--- config.mk ---
export PLATFORM = sky130hd
export DESIGN_NAME = mrs_top
export DESIGN_NICKNAME = d
export VERILOG_FILES = /design/src/logic/mrs_pkg.sv /design/src/logic/mrs_wait_timer.sv /design/src/logic/mrs_top.sv
export VERILOG_INCLUDE_DIRS = /design/src /design/src/logic
export SDC_FILE = /design/constraint.sdc
export NUM_CORES = 1
export LEC_CHECK = 0
export BUFFER_PORTS_ARGS = -buffer_cell sky130_fd_sc_hd__buf_2
export CAP_MARGIN = 40
export CORE_AREA = 2 2 53 55
export DETAILED_ROUTE_END_ITERATION = 7
export DIE_AREA = 0 0 55 57
export PLACE_DENSITY = 0.81
export SYNTH_ARGS = -nofsm -noshare
export SYNTH_HDL_FRONTEND = slang
export SYNTH_SLANG_ARGS = --single-unit
--- constraint.sdc ---
create_clock -name CLK -period 4.11 [get_ports CLK]
set_clock_uncertainty 0.05 [all_clocks]
set_input_delay 0.6165 -clock CLK [delete_from_list [all_inputs] [get_ports CLK]]
set_output_delay 0.6165 -clock CLK [all_outputs]
set_load 0.1 [all_outputs]
--- src/logic/mrs_cfg.svh ---
// Constants of the microcontroller reset sequencer.
// Assumes inclusion by bare name from the package and the design files.
`ifndef MRS_CFG_SVH
`define MRS_CFG_SVH
`define MRS_CLK_MHZ 100
`define MRS_WAIT_PRE 256
`define MRS_WAIT_MAIN 256
`define MRS_WAIT_CYCLES (`MRS_WAIT_PRE * `MRS_WAIT_MAIN)
`define MRS_PC_RESET 11'h000
`define MRS_SP_RESET 3'h5
`define MRS_IRQ_TIMER_RESET 1'b1
`define MRS_PC_W 11
`define MRS_SP_W 3
`endif

--- src/logic/mrs_pkg.sv ---
// Types of the microcontroller reset sequencer.
// Assumes mrs_cfg.svh on the include path.
`include "mrs_cfg.svh"
package mrs_pkg;
  typedef enum logic [1:0] {MRS_SRC_NONE, MRS_SRC_PIN, MRS_SRC_MONITOR, MRS_SRC_STACK} mrs_src_t;
  typedef enum logic [1:0] {MRS_ST_RESET, MRS_ST_WAIT, MRS_ST_RUN} mrs_state_t;
  typedef struct packed {
    logic [`MRS_PC_W-1:0] pc;
    logic [`MRS_SP_W-1:0] sp;
    logic load_pc;
    logic load_sp;
    logic load_irq_timer;
    logic irq_timer;
    logic keep_memory;
    logic buffer_undefined;
  } mrs_init_t;
endpackage

--- src/logic/mrs_wait_timer.sv ---
// Oscillation stability wait counter: a prescaler and a main stage.
// Assumes a 100 MHz CLK and a clear from the sequencer while reset stands.
`timescale 1ns/1ps
`default_nettype none
`include "mrs_cfg.svh"
module mrs_wait_timer #(
  parameter int PRE = `MRS_WAIT_PRE,
  parameter int MAIN = `MRS_WAIT_MAIN
) (
  input wire logic clk,
  input wire logic clear,
  input wire logic run,
  output logic done
);
  // Refuse stages that the counters cannot serve
  if (PRE < 1 || MAIN < 1)
  begin
    $error("Wait stages must be at least one count");
  end
  logic [$clog2(PRE+1)-1:0] pre_count;
  logic [$clog2(MAIN+1)-1:0] main_count;
  logic tick;
  // Prescaler gives a one-cycle enable every PRE clocks
  assign tick = run && !done && (pre_count == $bits(pre_count)'(PRE - 1));
  always_ff @(posedge clk)
  begin
    if (clear || tick)
      pre_count <= '0;
    else if (run && !done)
      pre_count <= pre_count + 1'b1;
  end
  // Main stage counts prescaler ticks up to MAIN
  always_ff @(posedge clk)
  begin
    if (clear)
      main_count <= '0;
    else if (tick)
      main_count <= main_count + 1'b1;
  end
  always_ff @(posedge clk)
  begin
    if (clear)
      done <= 1'b0;
    else if (tick && main_count == $bits(main_count)'(MAIN - 1))
      done <= 1'b1;
  end
endmodule
`default_nettype wire

--- src/logic/mrs_top.sv ---
// Reset sequencer of a small 4-bit microcontroller core.
// Combines pin, supply monitor and stack fault resets, then times the wait.
// Assumes the pin, monitor and stack inputs are synchronous to CLK.
// Assumes the core reloads its start values while CORE_RESET stands.
// Summary of operation
// - Three sources: pin, supply monitor, stack fault.
// - Execution restarts with program counter at zero.
// - Pin rising starts clock, then stability wait.
// - Wait lasts 256 times 256 system clocks.
// - Power-on reset follows the pin sequence.
// - Stack reset resumes at zero without wait.
// - Monitor reset stops the oscillator.
// - Monitor asserts at power-up and supply drop.
// - Pin/monitor: stack five, timer request set.
// - Standby reset keeps memory; transfer buffer undefined.
// Behaviour notes:
// A hard reset in any state drops RUN and stops the oscillator next edge.
// The stability wait restarts from zero when a hard reset cuts it short.
// A stack fault gives one cycle of CORE_RESET with the oscillator left running.
// A stack fault outside run is ignored, since the core is not executing.
// Memory retention is latched when a hard reset hits a core in standby.
// Supply drops are ignored unless software has enabled brownout reset.
// The monitor wins over the pin when both name the last source.
`timescale 1ns/1ps
`default_nettype none
`include "mrs_cfg.svh"
module mrs_top #(
  parameter int WAIT_PRE = `MRS_WAIT_PRE,
  parameter int WAIT_MAIN = `MRS_WAIT_MAIN
) (
  // Clock and bench reset
  input wire logic CLK,
  input wire logic RST,
  // Reset sources and core status
  input wire logic RESET_N,
  input wire logic POWER_ON_DETECT,
  input wire logic SUPPLY_DROP_DETECT,
  input wire logic BROWNOUT_RESET_ENABLE,
  input wire logic STACK_FAULT,
  input wire logic STANDBY,
  // Sequencer controls
  output logic CORE_RESET,
  output logic OSC_ENABLE,
  output logic RUN,
  // Start values for the core
  output logic [`MRS_PC_W-1:0] INIT_PC,
  output logic [`MRS_SP_W-1:0] INIT_SP,
  output logic INIT_LOAD_PC,
  output logic INIT_LOAD_SP,
  output logic INIT_LOAD_IRQ_TIMER,
  output logic INIT_IRQ_TIMER,
  output logic KEEP_MEMORY,
  output logic TRANSFER_BUFFER_UNDEFINED,
  output var mrs_pkg::mrs_src_t LAST_SOURCE
);

  // Refuse wait stages that the counter cannot serve
  if (WAIT_PRE < 1 || WAIT_MAIN < 1)
  begin
    $error("Wait counts must be positive");
  end

  // Sequence state and the held start values
  mrs_pkg::mrs_state_t state;
  mrs_pkg::mrs_state_t next_state;
  mrs_pkg::mrs_init_t init;
  mrs_pkg::mrs_init_t next_init;
  // Decoded reset requests and timer handshake
  logic monitor_reset;
  logic hard_reset;
  logic stack_hit;
  logic keep_next;
  logic wait_done;
  logic timer_clear;

  // Supply monitor: power-up always, drops only when enabled
  assign monitor_reset = POWER_ON_DETECT || (SUPPLY_DROP_DETECT && BROWNOUT_RESET_ENABLE);
  // Pin low or monitor active holds everything
  assign hard_reset = !RESET_N || monitor_reset;

  // Stack fault only counts while the core is running
  assign stack_hit = STACK_FAULT && state == mrs_pkg::MRS_ST_RUN;

  // Retention is decided when the reset hits a running core, then held
  assign keep_next = state == mrs_pkg::MRS_ST_RUN ? STANDBY : init.keep_memory;

  // Build the initial state for the source in effect
  function automatic mrs_pkg::mrs_init_t make_init(input logic hard, input logic standby);
    mrs_pkg::mrs_init_t v;
    v = '0;
    v.pc = `MRS_PC_RESET;
    v.sp = `MRS_SP_RESET;
    v.load_pc = 1'b1;
    v.load_sp = 1'b1;
    // Only pin and monitor resets touch the timer request
    v.load_irq_timer = hard;
    v.irq_timer = hard ? `MRS_IRQ_TIMER_RESET : 1'b0;
    v.keep_memory = hard && standby;
    // Buffer contents never survive a reset
    v.buffer_undefined = 1'b1;
    return v;
  endfunction

  // Sequence: reset hold, stability wait, run
  // A hard reset in any state goes back to the hold
  always_comb
  begin
    next_state = state;
    unique case (state)
      mrs_pkg::MRS_ST_RESET:
        if (!hard_reset)
          next_state = mrs_pkg::MRS_ST_WAIT;
      mrs_pkg::MRS_ST_WAIT:
        if (hard_reset)
          next_state = mrs_pkg::MRS_ST_RESET;
        else if (wait_done)
          next_state = mrs_pkg::MRS_ST_RUN;
      mrs_pkg::MRS_ST_RUN:
        if (hard_reset)
          next_state = mrs_pkg::MRS_ST_RESET;
      default:
        next_state = mrs_pkg::MRS_ST_RESET;
    endcase
  end

  // State register
  always_ff @(posedge CLK)
  begin
    if (RST)
      state <= mrs_pkg::MRS_ST_RESET;
    else
      state <= next_state;
  end

  // Initial values chosen at the moment a reset is seen
  always_comb
  begin
    next_init = init;
    if (hard_reset)
      next_init = make_init(1'b1, keep_next);
    else if (stack_hit)
      next_init = make_init(1'b0, 1'b0);
  end

  // Start values register, left alone while idle in the hold
  always_ff @(posedge CLK)
  begin
    if (RST)
      init <= make_init(1'b1, 1'b0);
    else if (state != mrs_pkg::MRS_ST_RESET || hard_reset)
      init <= next_init;
  end

  // Last source seen, hard sources winning over the stack
  always_ff @(posedge CLK)
  begin
    if (RST)
      LAST_SOURCE <= mrs_pkg::MRS_SRC_NONE;
    else if (monitor_reset)
      LAST_SOURCE <= mrs_pkg::MRS_SRC_MONITOR;
    else if (!RESET_N)
      LAST_SOURCE <= mrs_pkg::MRS_SRC_PIN;
    else if (stack_hit)
      LAST_SOURCE <= mrs_pkg::MRS_SRC_STACK;
  end

  // Core reset pulse for a stack fault, held level for hard resets
  always_ff @(posedge CLK)
  begin
    if (RST)
      CORE_RESET <= 1'b1;
    else
      CORE_RESET <= hard_reset || next_state != mrs_pkg::MRS_ST_RUN || stack_hit;
  end

  // Oscillator off while held in reset
  always_ff @(posedge CLK)
  begin
    if (RST)
      OSC_ENABLE <= 1'b0;
    else
      OSC_ENABLE <= next_state != mrs_pkg::MRS_ST_RESET;
  end

  // Operating mode, dropped for one cycle on a stack fault
  always_ff @(posedge CLK)
  begin
    if (RST)
      RUN <= 1'b0;
    else
      RUN <= next_state == mrs_pkg::MRS_ST_RUN && !stack_hit;
  end

  // Timer restarts from zero outside the wait state
  assign timer_clear = RST || state != mrs_pkg::MRS_ST_WAIT || hard_reset;

  // Stability wait counter
  mrs_wait_timer #(
    .PRE(WAIT_PRE),
    .MAIN(WAIT_MAIN)
  ) u_wait (
    .clk(CLK),
    .clear(timer_clear),
    .run(state == mrs_pkg::MRS_ST_WAIT),
    .done(wait_done)
  );

  // Initial values out of the held register
  // They stand through the hold and the wait
  assign INIT_PC = init.pc;
  assign INIT_SP = init.sp;
  assign INIT_LOAD_PC = init.load_pc;
  assign INIT_LOAD_SP = init.load_sp;
  assign INIT_LOAD_IRQ_TIMER = init.load_irq_timer;
  assign INIT_IRQ_TIMER = init.irq_timer;
  assign KEEP_MEMORY = init.keep_memory;
  assign TRANSFER_BUFFER_UNDEFINED = init.buffer_undefined;
endmodule
`default_nettype wire

==> results by group, run 1 <==
Status
  • Status: complete, no violations

Timing
  • Hold WS: 0.426 ns
  • Period utilization: 55.1%
  • Max Fclk: 0.442 GHz
  • Final Slew Violations: 0
  • Final hold viol count: 0
  • Setup TNS: 0 ns
  • Slew HR: 66.2%
  • RSZ-0062 raised after global routing: false
  • Setup Viol. Count Final: 0
  • Measured slew at the worst slew-check pin: 0.506 ns
  • Tmin final: 2.26 ns

Floorplan
  • Row Count: 19
  • Core Region: 2620 um2
  • Die height: 57 um
  • Die footprint: 3140 um2
  • Initial Util: 53.2%
  • Num ports: 33
  • Die width: 55 um

Worst setup path
  • Startpoint types: flop
  • R2R Setup Slk: 1.85 ns
  • R2R Path End: u_wait.main_count[3]
  • Crit path buffers/inverters: 0
  • Critical path type: flop to flop
  • CP cell instances: ha_1, nand2_1, nor3_1, ha_1, nand4bb_1, or4_1, a21oi_1
  • FF-to-FF Start: u_wait.pre_count[0]
  • Crit-path slowest cell: or4_1
  • Crit-path max cell delay: 0.61 ns
  • Cell mode on critical path: ha_1
  • CP delay by family, top: simple AND/OR/NAND/NOR gates
  • Worst-path maximum fanout: 12
  • Reg2Reg Depth: 7
  • Req. time, crit path: 4.32 ns
  • CP arrival: 2.47 ns
  • Crit end category: flop

Place
  • Port Buffers: 15
  • Dpl hpwl: 1.77 mm
  • Inst Count DP: 199
  • Post-Place Cell Area: 1410 um2
  • Gpl congestion: 0.813

Clock tree
  • Post-CTS Hold Fix Bufs: 0
  • CTS buffer count: 3
  • Worst-skew pair later-pin latency: 0.32 ns
  • Postcts setup bufs: 0
  • Cts repair resizes: 0
  • Clk sinks: 28
  • Root buf cell: clkbuf_4
  • CTS H-tree lvls: 1
  • Clock-pin slew on the worst setup and hold paths: 0.14 ns
  • Deepest clock path buffer count: 2
  • CTS tree: yes

Worst hold path
  • Hold Path End: LAST_SOURCE[0]
  • Worst Min Path Start: LAST_SOURCE[0]
  • Tightest Hold Check Type: flop to flop
  • Hold depth: 2

Synth
  • Sequential area share after synthesis: 40.3%
  • Top cell type's share of synthesized area: 40.3%
  • Largest cells by area after synthesis: dfxtp_1 40%, buf_4 9.7%, a21oi_1 5.8%, ha_1 3.6%, nand2_1 3.5%
  • FF+latch count, synth: 28
  • Ys Warns: 0
  • Yosys cell types: 35
  • Syn avg cell area: 8.75 um2
  • EDFF count, synth: 0
  • Syn Inst Count: 159
  • Largest area contributor in the netlist: dfxtp_1
  • Main synth FF type: dfxtp_1
  • Mapped cell area: 1390 um2
  • Synth async-reset ratio: 0%

Global routing
  • First-pass GRT wire length: 4.01 mm
  • Largest net degree at the start of global routing: 15
  • Total gr overflow: 0
  • Number of global-route vias before repair: 988
  • GRT Total Usage: 17.2%
  • Initial antenna violation count: 0

Detailed routing
  • Drt pass-1 iters: 4
  • Vias: 1106
  • Vias per std cell: 5.48
  • Number of DRC markers in iteration 0: 41
  • Wire length on met1: 1.01 mm
  • WL final: 2.41 mm
  • ANT nets after route: 0
  • Wire length on met3: 120 um
  • Number of remaining DRC errors: 0
  • WL/cell: 11.9 um
  • Top layer in use: met4
  • Met2 wire length: 1.27 mm

Layout
  • Number of fill cells: 244
  • Reg area: 561 um2
  • Final non-filler cell total: 202
  • Fraction of layout instances using a drive strength above 1: 12.3%
  • Antenna Cells: 0
  • Final Net Count: 185
  • Area of the multi-input gates: 704 um2
  • Design area: 1440 um2
  • Area delta synth->final: 3.15%

Power and ir drop
  • VDD IR-drop max: 0.343 mV
  • Leakage: 0.476 nW
  • Power, Total: 0.000474 W
  • Pwr Density: 331 nW/um2

Flow run
  • Max cap viols: 0
-- registers in the layout, summed over array words and instances, names as in the netlist --
name,flops
RUN,1
LAST_SOURCE,2
OSC_ENABLE,1
u_wait.pre_count,9
CORE_RESET,1
u_wait.done,1
state,2
KEEP_MEMORY,1
INIT_LOAD_IRQ_TIMER,1
u_wait.main_count,9
-- kinds of logic (layout without fill, tap and decap cells) --
kind of cell | count (synthesis) | in the layout | synth area share [%]
fa+ha+maj | 4 | 4 | 3.60
xor+xnor | 3 | 3 | 1.89
simple gates | 55 | 55 | 23.6
compound gates | 36 | 36 | 16.3
mux | 1 | 1 | 0.719
other cells | 2 | 17 | 0.540
flops | 28 | 28 | 40.3
buf+inv | 30 | 27 | 13.1
-- through the flow --
| stage | worst slack (ns) | utilization, % |
|---|---|---|
| finish | 1.85 | 54.9 |
| global route | 1.64 | 54.9 |
| CTS | 1.86 | 54.9 |
| detailed placement | 1.94 | 54.0 |
| global placement | 2.01 | 54.0 |
| floorplan | 2.07 | - |
-- where the power goes --
group | internal [W] | switching [W] | leakage [nW]
Combinational | 0.00000674 | 0.0000863 | 0.236
Sequential | 0.000273 | 0.00000161 | 0.226
Clock | 0.0000343 | 0.0000722 | 0.0138
-- area by class of cell --
type	instances	share of cell area (%)
clock buffer	3	1.57
inverter	9	2.35
multi-input combinational	116	49.1
sequential	28	39.1
tap	31	2.70
timing repair buffer	15	5.23
-- cells in the final DEF (no fill, tap or decap), drive strengths merged --
| cell | netlist | final |
|---|---|---|
| dfxtp | 28 | 28 |
| nor2 | 7 | 7 |
| xor2 | 1 | 1 |
| a2111oi | 1 | 1 |
| nor3 | 1 | 1 |
| nand4b | 3 | 3 |
| ha | 4 | 4 |
| conb | 2 | 17 |
| a211o | 1 | 1 |
| or3b | 1 | 1 |
| or4 | 5 | 5 |
| nand3b | 3 | 3 |
| a21oi | 16 | 16 |
| or3 | 5 | 5 |
| a211oi | 3 | 3 |
| inv | 9 | 9 |
| nand2 | 13 | 13 |
| clkbuf | 1 | 3 |
| a311oi | 1 | 1 |
| mux2i | 1 | 1 |
| a21o | 3 | 3 |
| nor4 | 1 | 1 |
| buf | 20 | 15 |
| and2 | 1 | 1 |
| o31ai | 5 | 5 |
| nor3b | 1 | 1 |
| nand4bb | 2 | 2 |
| nand4 | 2 | 2 |
| a31oi | 1 | 1 |
| nand2b | 1 | 1 |
| nand3 | 7 | 7 |
| and4bb | 2 | 2 |
| xnor2 | 2 | 2 |
| o21ai | 5 | 5 |
-- synth_stat cells (all sizes together) (2+ instances only) --
cell     count
a21oi       16
o31ai        5
conb         2
nand4        2
xnor2        2
ha           4
a211oi       3
nand3        7
dfxtp       28
inv          9
nand4bb      2
nor2         7
or3          5
buf         20
and4bb       2
nand3b       3
nand4b       3
or4          5
o21ai        5
nand2       13
a21o         3
-- routing by layer --
layer	global-route usage, %	vias to the layer above
met1	19.6	520
met5	0	-
met4	3.83	0
li1	-	560
met2	30.1	24
met3	6.02	2
-- worst min-delay path, stage by stage (launching register included) --
cell and delay (ns):
dfxtp_1 0.33, inv_1 0.05, a311oi_1 0.06
-- worst max path at each step --
stage	from	slack, ns	endpoint	depth (start not counted)
after global placement	u_wait.pre_count[0]	2.01	u_wait.main_count[5]	7
final	u_wait.pre_count[0]	1.85	u_wait.main_count[3]	7
after CTS	u_wait.pre_count[0]	1.86	u_wait.main_count[3]	7
after detailed placement	u_wait.pre_count[0]	1.94	u_wait.main_count[3]	7
after floorplan	INIT_LOAD_IRQ_TIMER	2.07	INIT_LOAD_IRQ_TIMER	1
after global routing	u_wait.pre_count[0]	1.64	u_wait.main_count[3]	7
Power figures use the tool's default switching activity.
==> inputs of run 2 (changes only) <==
CORE_AREA = 2 2 55 57   (was 2 2 53 55)
DIE_AREA = 0 0 57 59   (was 0 0 55 57)
PLACE_DENSITY = 0.76   (was 0.81)
clock period = 2.3 ns   (was 4.11 ns; I/O delays follow)
==> run 2 against run 1 <==
- final area rose by 2.5%
- clock-buffer cell count rose by 1
- hold slack got worse by 0.24 ns
- sequential share of layout area fell by 0.96 points
- fmax rose by 8.6%
- setup slack got worse by 1.6 ns
==> results by group, run 2 (same netlist as run 1, synthesis figures left out) <==
Layout
  • Commonest non-fill, non-tap cell in the layout: dfxtp_1
  • Top flop regs: u_wait.main_count (9), u_wait.pre_count (9)
  • Area delta synth->final: 5.76%
  • Antenna Cells: 0
  • Fraction of layout instances using a drive strength above 1: 14.3%
  • Final Net Count: 188
  • Leading cell types in the layout, fill and taps excluded: 28 x dfxtp_1, 17 x conb_1, 16 x a21oi_1

Worst setup path
  • Crit end category: flop
  • CP delay by family, top: simple AND/OR/NAND/NOR gates
  • Req. time, crit path: 2.52 ns
  • FF-to-FF Start: u_wait.pre_count[0]
  • Worst-path maximum fanout: 12
  • Startpoint types: flop
  • R2R Path End: u_wait.main_count[5]
  • CP cell instances: ha_1, nand2_1, nor3_1, ha_1, nand4bb_1, buf_4, or4_1, a21oi_1
  • Cell mode on critical path: ha_1
  • Reg2Reg Depth: 8
  • Crit-path slowest cell: or4_1
  • R2R Setup Slk: 0.22 ns
  • CP arrival: 2.30 ns
  • Crit path buffers/inverters: 1
  • Critical path type: flop to flop
  • Crit-path max cell delay: 0.47 ns

Clock tree
  • Clock-pin slew on the worst setup and hold paths: 0.14 ns
  • Root buf cell: clkbuf_4
  • Deepest clock path buffer count: 2
  • Postcts setup bufs: 0
  • Clk sinks: 28
  • CTS tree: yes
  • CTS H-tree lvls: 1
  • CTS buffer count: 3
  • Cts repair resizes: 0
  • Worst-skew pair later-pin latency: 0.33 ns
  • Post-CTS Hold Fix Bufs: 0

Detailed routing
  • WL final: 2.52 mm
  • Vias per std cell: 5.55
  • WL/cell: 12.2 um
  • Drt pass-1 iters: 4
  • Vias: 1144
  • ANT nets after route: 0
  • Number of remaining DRC errors: 0
  • Number of DRC markers in iteration 0: 30

Worst hold path
  • Tightest Hold Check Type: input port to flop
  • Hold depth: 2
  • Worst Min Path Start: RST
  • Hold Path End: LAST_SOURCE[0]

Timing
  • Hold WS: 0.186 ns
  • Setup TNS: 0 ns
  • Measured slew at the worst slew-check pin: 0.536 ns
  • Final hold viol count: 0
  • Slew HR: 64.2%
  • Tmin final: 2.08 ns
  • Setup Viol. Count Final: 0
  • Max Fclk: 0.480 GHz
  • Final Slew Violations: 0
  • Period utilization: 90.6%
  • RSZ-0062 raised after global routing: false

Floorplan
  • Die footprint: 3360 um2
  • Row Count: 19
  • Die width: 57 um
  • Core Region: 2710 um2
  • Num ports: 33
  • Die height: 59 um
  • Initial Util: 51.3%

Power and ir drop
  • VDD IR-drop max: 0.557 mV
  • Leakage: 0.497 nW
  • Pwr Density: 610 nW/um2

Place
  • Dpl hpwl: 1.88 mm
  • Port Buffers: 15
  • Gpl congestion: 0.806

Status
  • Status: complete, no violations

Global routing
  • Initial antenna violation count: 0
  • First-pass GRT wire length: 4.05 mm
  • Largest net degree at the start of global routing: 16
  • Total gr overflow: 0
  • Number of global-route vias before repair: 996
  • GRT Total Usage: 15.0%

Flow run
  • Max cap viols: 0
[run 2: per-layer routing]
layer | track usage (%) | vias up | share of wire [%]
met2 | 26.1 | 30 | 52
li1 | - | 572 | -
met5 | 0 | - | 0
met4 | 3.65 | 0 | 0
met3 | 4.59 | 0 | 4.5
met1 | 18.4 | 542 | 43
[run 2: worst max-delay path by stage]
stage	from	to	slack, ns	cells past startpoint
3_5_place_dp	u_wait.pre_count[0]	u_wait.main_count[5]	0.26	8
5_1_grt	u_wait.pre_count[0]	u_wait.main_count[5]	0.05	8
2_1_floorplan	u_wait.pre_count[0]	u_wait.main_count[4]	0.50	8
4_1_cts	u_wait.pre_count[0]	u_wait.main_count[5]	0.23	8
6_report	u_wait.pre_count[0]	u_wait.main_count[5]	0.22	8
3_3_place_gp	u_wait.pre_count[0]	u_wait.main_count[5]	0.38	8
[run 2: final cells by class]
cell class | instances | area [um2]
Timing Repair Buffer | 18 | 97.6
Sequential cell | 28 | 561
Inverter | 9 | 33.8
Tap cell | 31 | 38.8
Fill cell | 264 | 1240
Multi-Input combinational cell | 116 | 704
Clock buffer | 4 | 36.3
[run 2: through the flow]
stage	worst slack, ns	cell area (um2)	utilization, %	total power [W]	cells
final	0.216	1470	54.3	0.000897	206
after global routing	0.0531	1470	54.3	0.000924	206
after CTS	0.227	1470	54.3	0.000907	206
after detailed placement	0.256	1440	53.0	0.000670	202
after global placement	0.381	1440	53.0	0.000668	202
after floorplan	0.505	1450	-	0.000676	174
[run 2: power breakdown]
group	leakage [nW]	internal [W]	total, W	switching [W]
Sequential	0.226	0.000489	0.000491	0.00000296
Clock	0.0210	0.0000971	0.000238	0.000141
Combinational	0.250	0.0000134	0.000168	0.000155
Total	0.497	0.000599	0.000897	0.000298
==> inputs of run 3 (changes only) <==
ABC_AREA = 1   (was default)
CORE_AREA = 2 2 57 59   (was 2 2 55 57)
DIE_AREA = 0 0 59 61   (was 0 0 57 59)
==> run 3 against run 2 <==
- synthesized area up 9.9%
- register-to-register slack gained 0.19 ns
- die area is 7.0% higher
- final area increased by 9.3%
- flip-flop and latch count stayed put
- sequential share of layout area down 3.2 points
- synthesized cell count is 33% higher
- fmax increased by 10%
==> results by group, run 3 <==
Synth
  • Largest cells by area after synthesis: dfxtp_1 37%, nand2_1 11%, buf_4 8.8%, inv_1 8.3%, nor2_1 6.1%
  • Synth async-reset ratio: 0%
  • Main synth FF type: dfxtp_1
  • Commonest cells in the synthesized netlist: 46 x nand2_1, 34 x inv_1, 28 x dfxtp_1
  • FF+latch count, synth: 28
  • Top cell type's share of synthesized area: 36.7%
  • EDFF count, synth: 0
  • Ys Warns: 0
  • Sequential area share after synthesis: 36.7%
  • Most frequent cell after synthesis: nand2_1
  • Mapped cell area: 1530 um2
  • Syn Inst Count: 211
  • Yosys cell types: 28
  • Syn avg cell area: 7.25 um2
  • Largest area contributor in the netlist: dfxtp_1

Place
  • Gpl congestion: 0.796
  • Port Buffers: 15
  • Dpl hpwl: 1.80 mm
  • Post-Place Cell Area: 1560 um2
  • Inst Count DP: 255

Detailed routing
  • Number of DRC markers in iteration 0: 26
  • Vias: 1180
  • ANT nets after route: 0
  • WL/cell: 8.85 um
  • Number of remaining DRC errors: 0
  • WL final: 2.29 mm
  • Vias per std cell: 4.56
  • Drt pass-1 iters: 4

Worst setup path
  • Critical path type: flop to flop
  • Worst-path maximum fanout: 14
  • FF-to-FF Start: u_wait.pre_count[0]
  • Crit path buffers/inverters: 2
  • CP cell instances: ha_1, nand3_1, nor4_1, ha_1, inv_1, nor2_4, nand3_1, nand2_1, inv_1, nor2_1
  • Crit-path slowest cell: dfxtp_1
  • Beginning of the critical path: u_wait.pre_count[0]
  • Crit end category: flop
  • Crit-path max cell delay: 0.40 ns
  • Req. time, crit path: 2.53 ns
  • CP delay by family, top: simple AND/OR/NAND/NOR gates
  • Startpoint types: flop
  • CP arrival: 2.12 ns

Status
  • Status: complete, no violations

Layout
  • Reg area: 561 um2
  • Design area: 1610 um2
  • Final Net Count: 239
  • Area delta synth->final: 5.16%
  • Number of fill cells: 299
  • Leading cell types in the layout, fill and taps excluded: 46 x nand2_1, 34 x inv_1, 28 x dfxtp_1
  • Antenna Cells: 0
  • Fraction of layout instances using a drive strength above 1: 17.3%
  • Top flop regs: u_wait.main_count (9), u_wait.pre_count (9)
  • Commonest non-fill, non-tap cell in the layout: nand2_1
  • Area of the multi-input gates: 747 um2
  • Final non-filler cell total: 259

Power and ir drop
  • Leakage: 0.669 nW
  • VDD IR-drop max: 0.407 mV
  • Pwr Density: 608 nW/um2

Clock tree
  • CTS H-tree lvls: 1
  • Root buf cell: clkbuf_4
  • Cts repair resizes: 0
  • Worst-skew pair later-pin latency: 0.32 ns
  • CTS tree: yes
  • Post-CTS Hold Fix Bufs: 0
  • CTS buffer count: 3
  • Deepest clock path buffer count: 2
  • Clk sinks: 28
  • Postcts setup bufs: 0
  • Clock-pin slew on the worst setup and hold paths: 0.15 ns

Floorplan
  • Initial Util: 51.8%
  • Num ports: 33
  • Row Count: 20
  • Core Region: 2950 um2
  • Die height: 61 um
  • Die width: 59 um
  • Die footprint: 3600 um2

Global routing
  • Total gr overflow: 0
  • Met2 global-route usage: 24.6%
  • Largest net degree at the start of global routing: 17
  • Met3 Track Usage GR: 1.92%
  • Number of global-route vias before repair: 994
  • Busiest grt layer: met2
  • Met1 Use GR: 18.3%
  • First-pass GRT wire length: 4.01 mm
  • Initial antenna violation count: 0
  • GRT Total Usage: 14.3%

Timing
  • Final Slew Violations: 0
  • Period utilization: 82.3%
  • Max Fclk: 0.529 GHz
  • Final hold viol count: 0
  • RSZ-0062 raised after global routing: false
  • Tmin final: 1.89 ns
  • Setup Viol. Count Final: 0
  • Setup TNS: 0 ns

Flow run
  • Max cap viols: 0

Worst hold path
  • Worst Min Path Start: RST
  • Tightest Hold Check Type: input port to flop
run 3: cell count changes after synthesis, sizes merged, moves of 3 or more:
cell,delta
a211oi,-3
a21o,-3
a21oi,-4
inv,+26
nand2,+37
nand3,+5
nand4b,-3
nor2,+23
nor3,+3
o31ai,-5
or3,-5
or4,-5
run 3: cells by family after synthesis:
group | Yosys count | share of synthesized area (%)
AO/OA/AOI/OAI | 17 | 7.04
XOR/XNOR | 1 | 0.573
adder cells (fa/ha/maj) | 4 | 3.27
buffers and inverters | 54 | 18.2
flip-flops | 28 | 36.7
other | 2 | 0.491
AND/OR/NAND/NOR | 105 | 33.8
run 3: worst paths after layout:
check	endpoint	slack, ns	cells past startpoint
worst max-delay path	u_wait.main_count[6]	0.41	10
worst min-delay path	LAST_SOURCE[1]	0.18	2
worst max register to register	u_wait.main_count[6]	0.41	10
worst min register to register	LAST_SOURCE[0]	0.42	2
run 3: per-stage QoR:
stage               worst slack, ns  hold WS, ns  utilization, %  power [W]
floorplan                     0.531        0.364               -   0.000680
global placement              0.492        0.400            52.7   0.000670
detailed placement            0.431        0.404            52.7   0.000670
CTS                           0.398        0.176            54.4   0.000989
global route                  0.243        0.175            54.4    0.00101
finish                        0.408        0.185            54.4   0.000977
run 3: final cells by class:
class                      instances  share of cell area (%)
clock buffer                       3                    1.40
timing repair buffer              15                    4.67
tap                               33                    2.57
inverter                          35                    8.17
sequential                        28                    34.9
clock inverter                     1                    1.87
multi-input combinational        144                    46.5
run 3: metal layers:
metal  vias up  wire [um]
met2        23       1060
met4         0         24
met3         2         90
li1        650          -
met5         -          0
met1       505       1110
run 3: power breakdown:
part	internal (W)	switching (W)
logic	0.0000120	0.000157
clock network	0.000176	0.000141
registers	0.000489	0.00000209
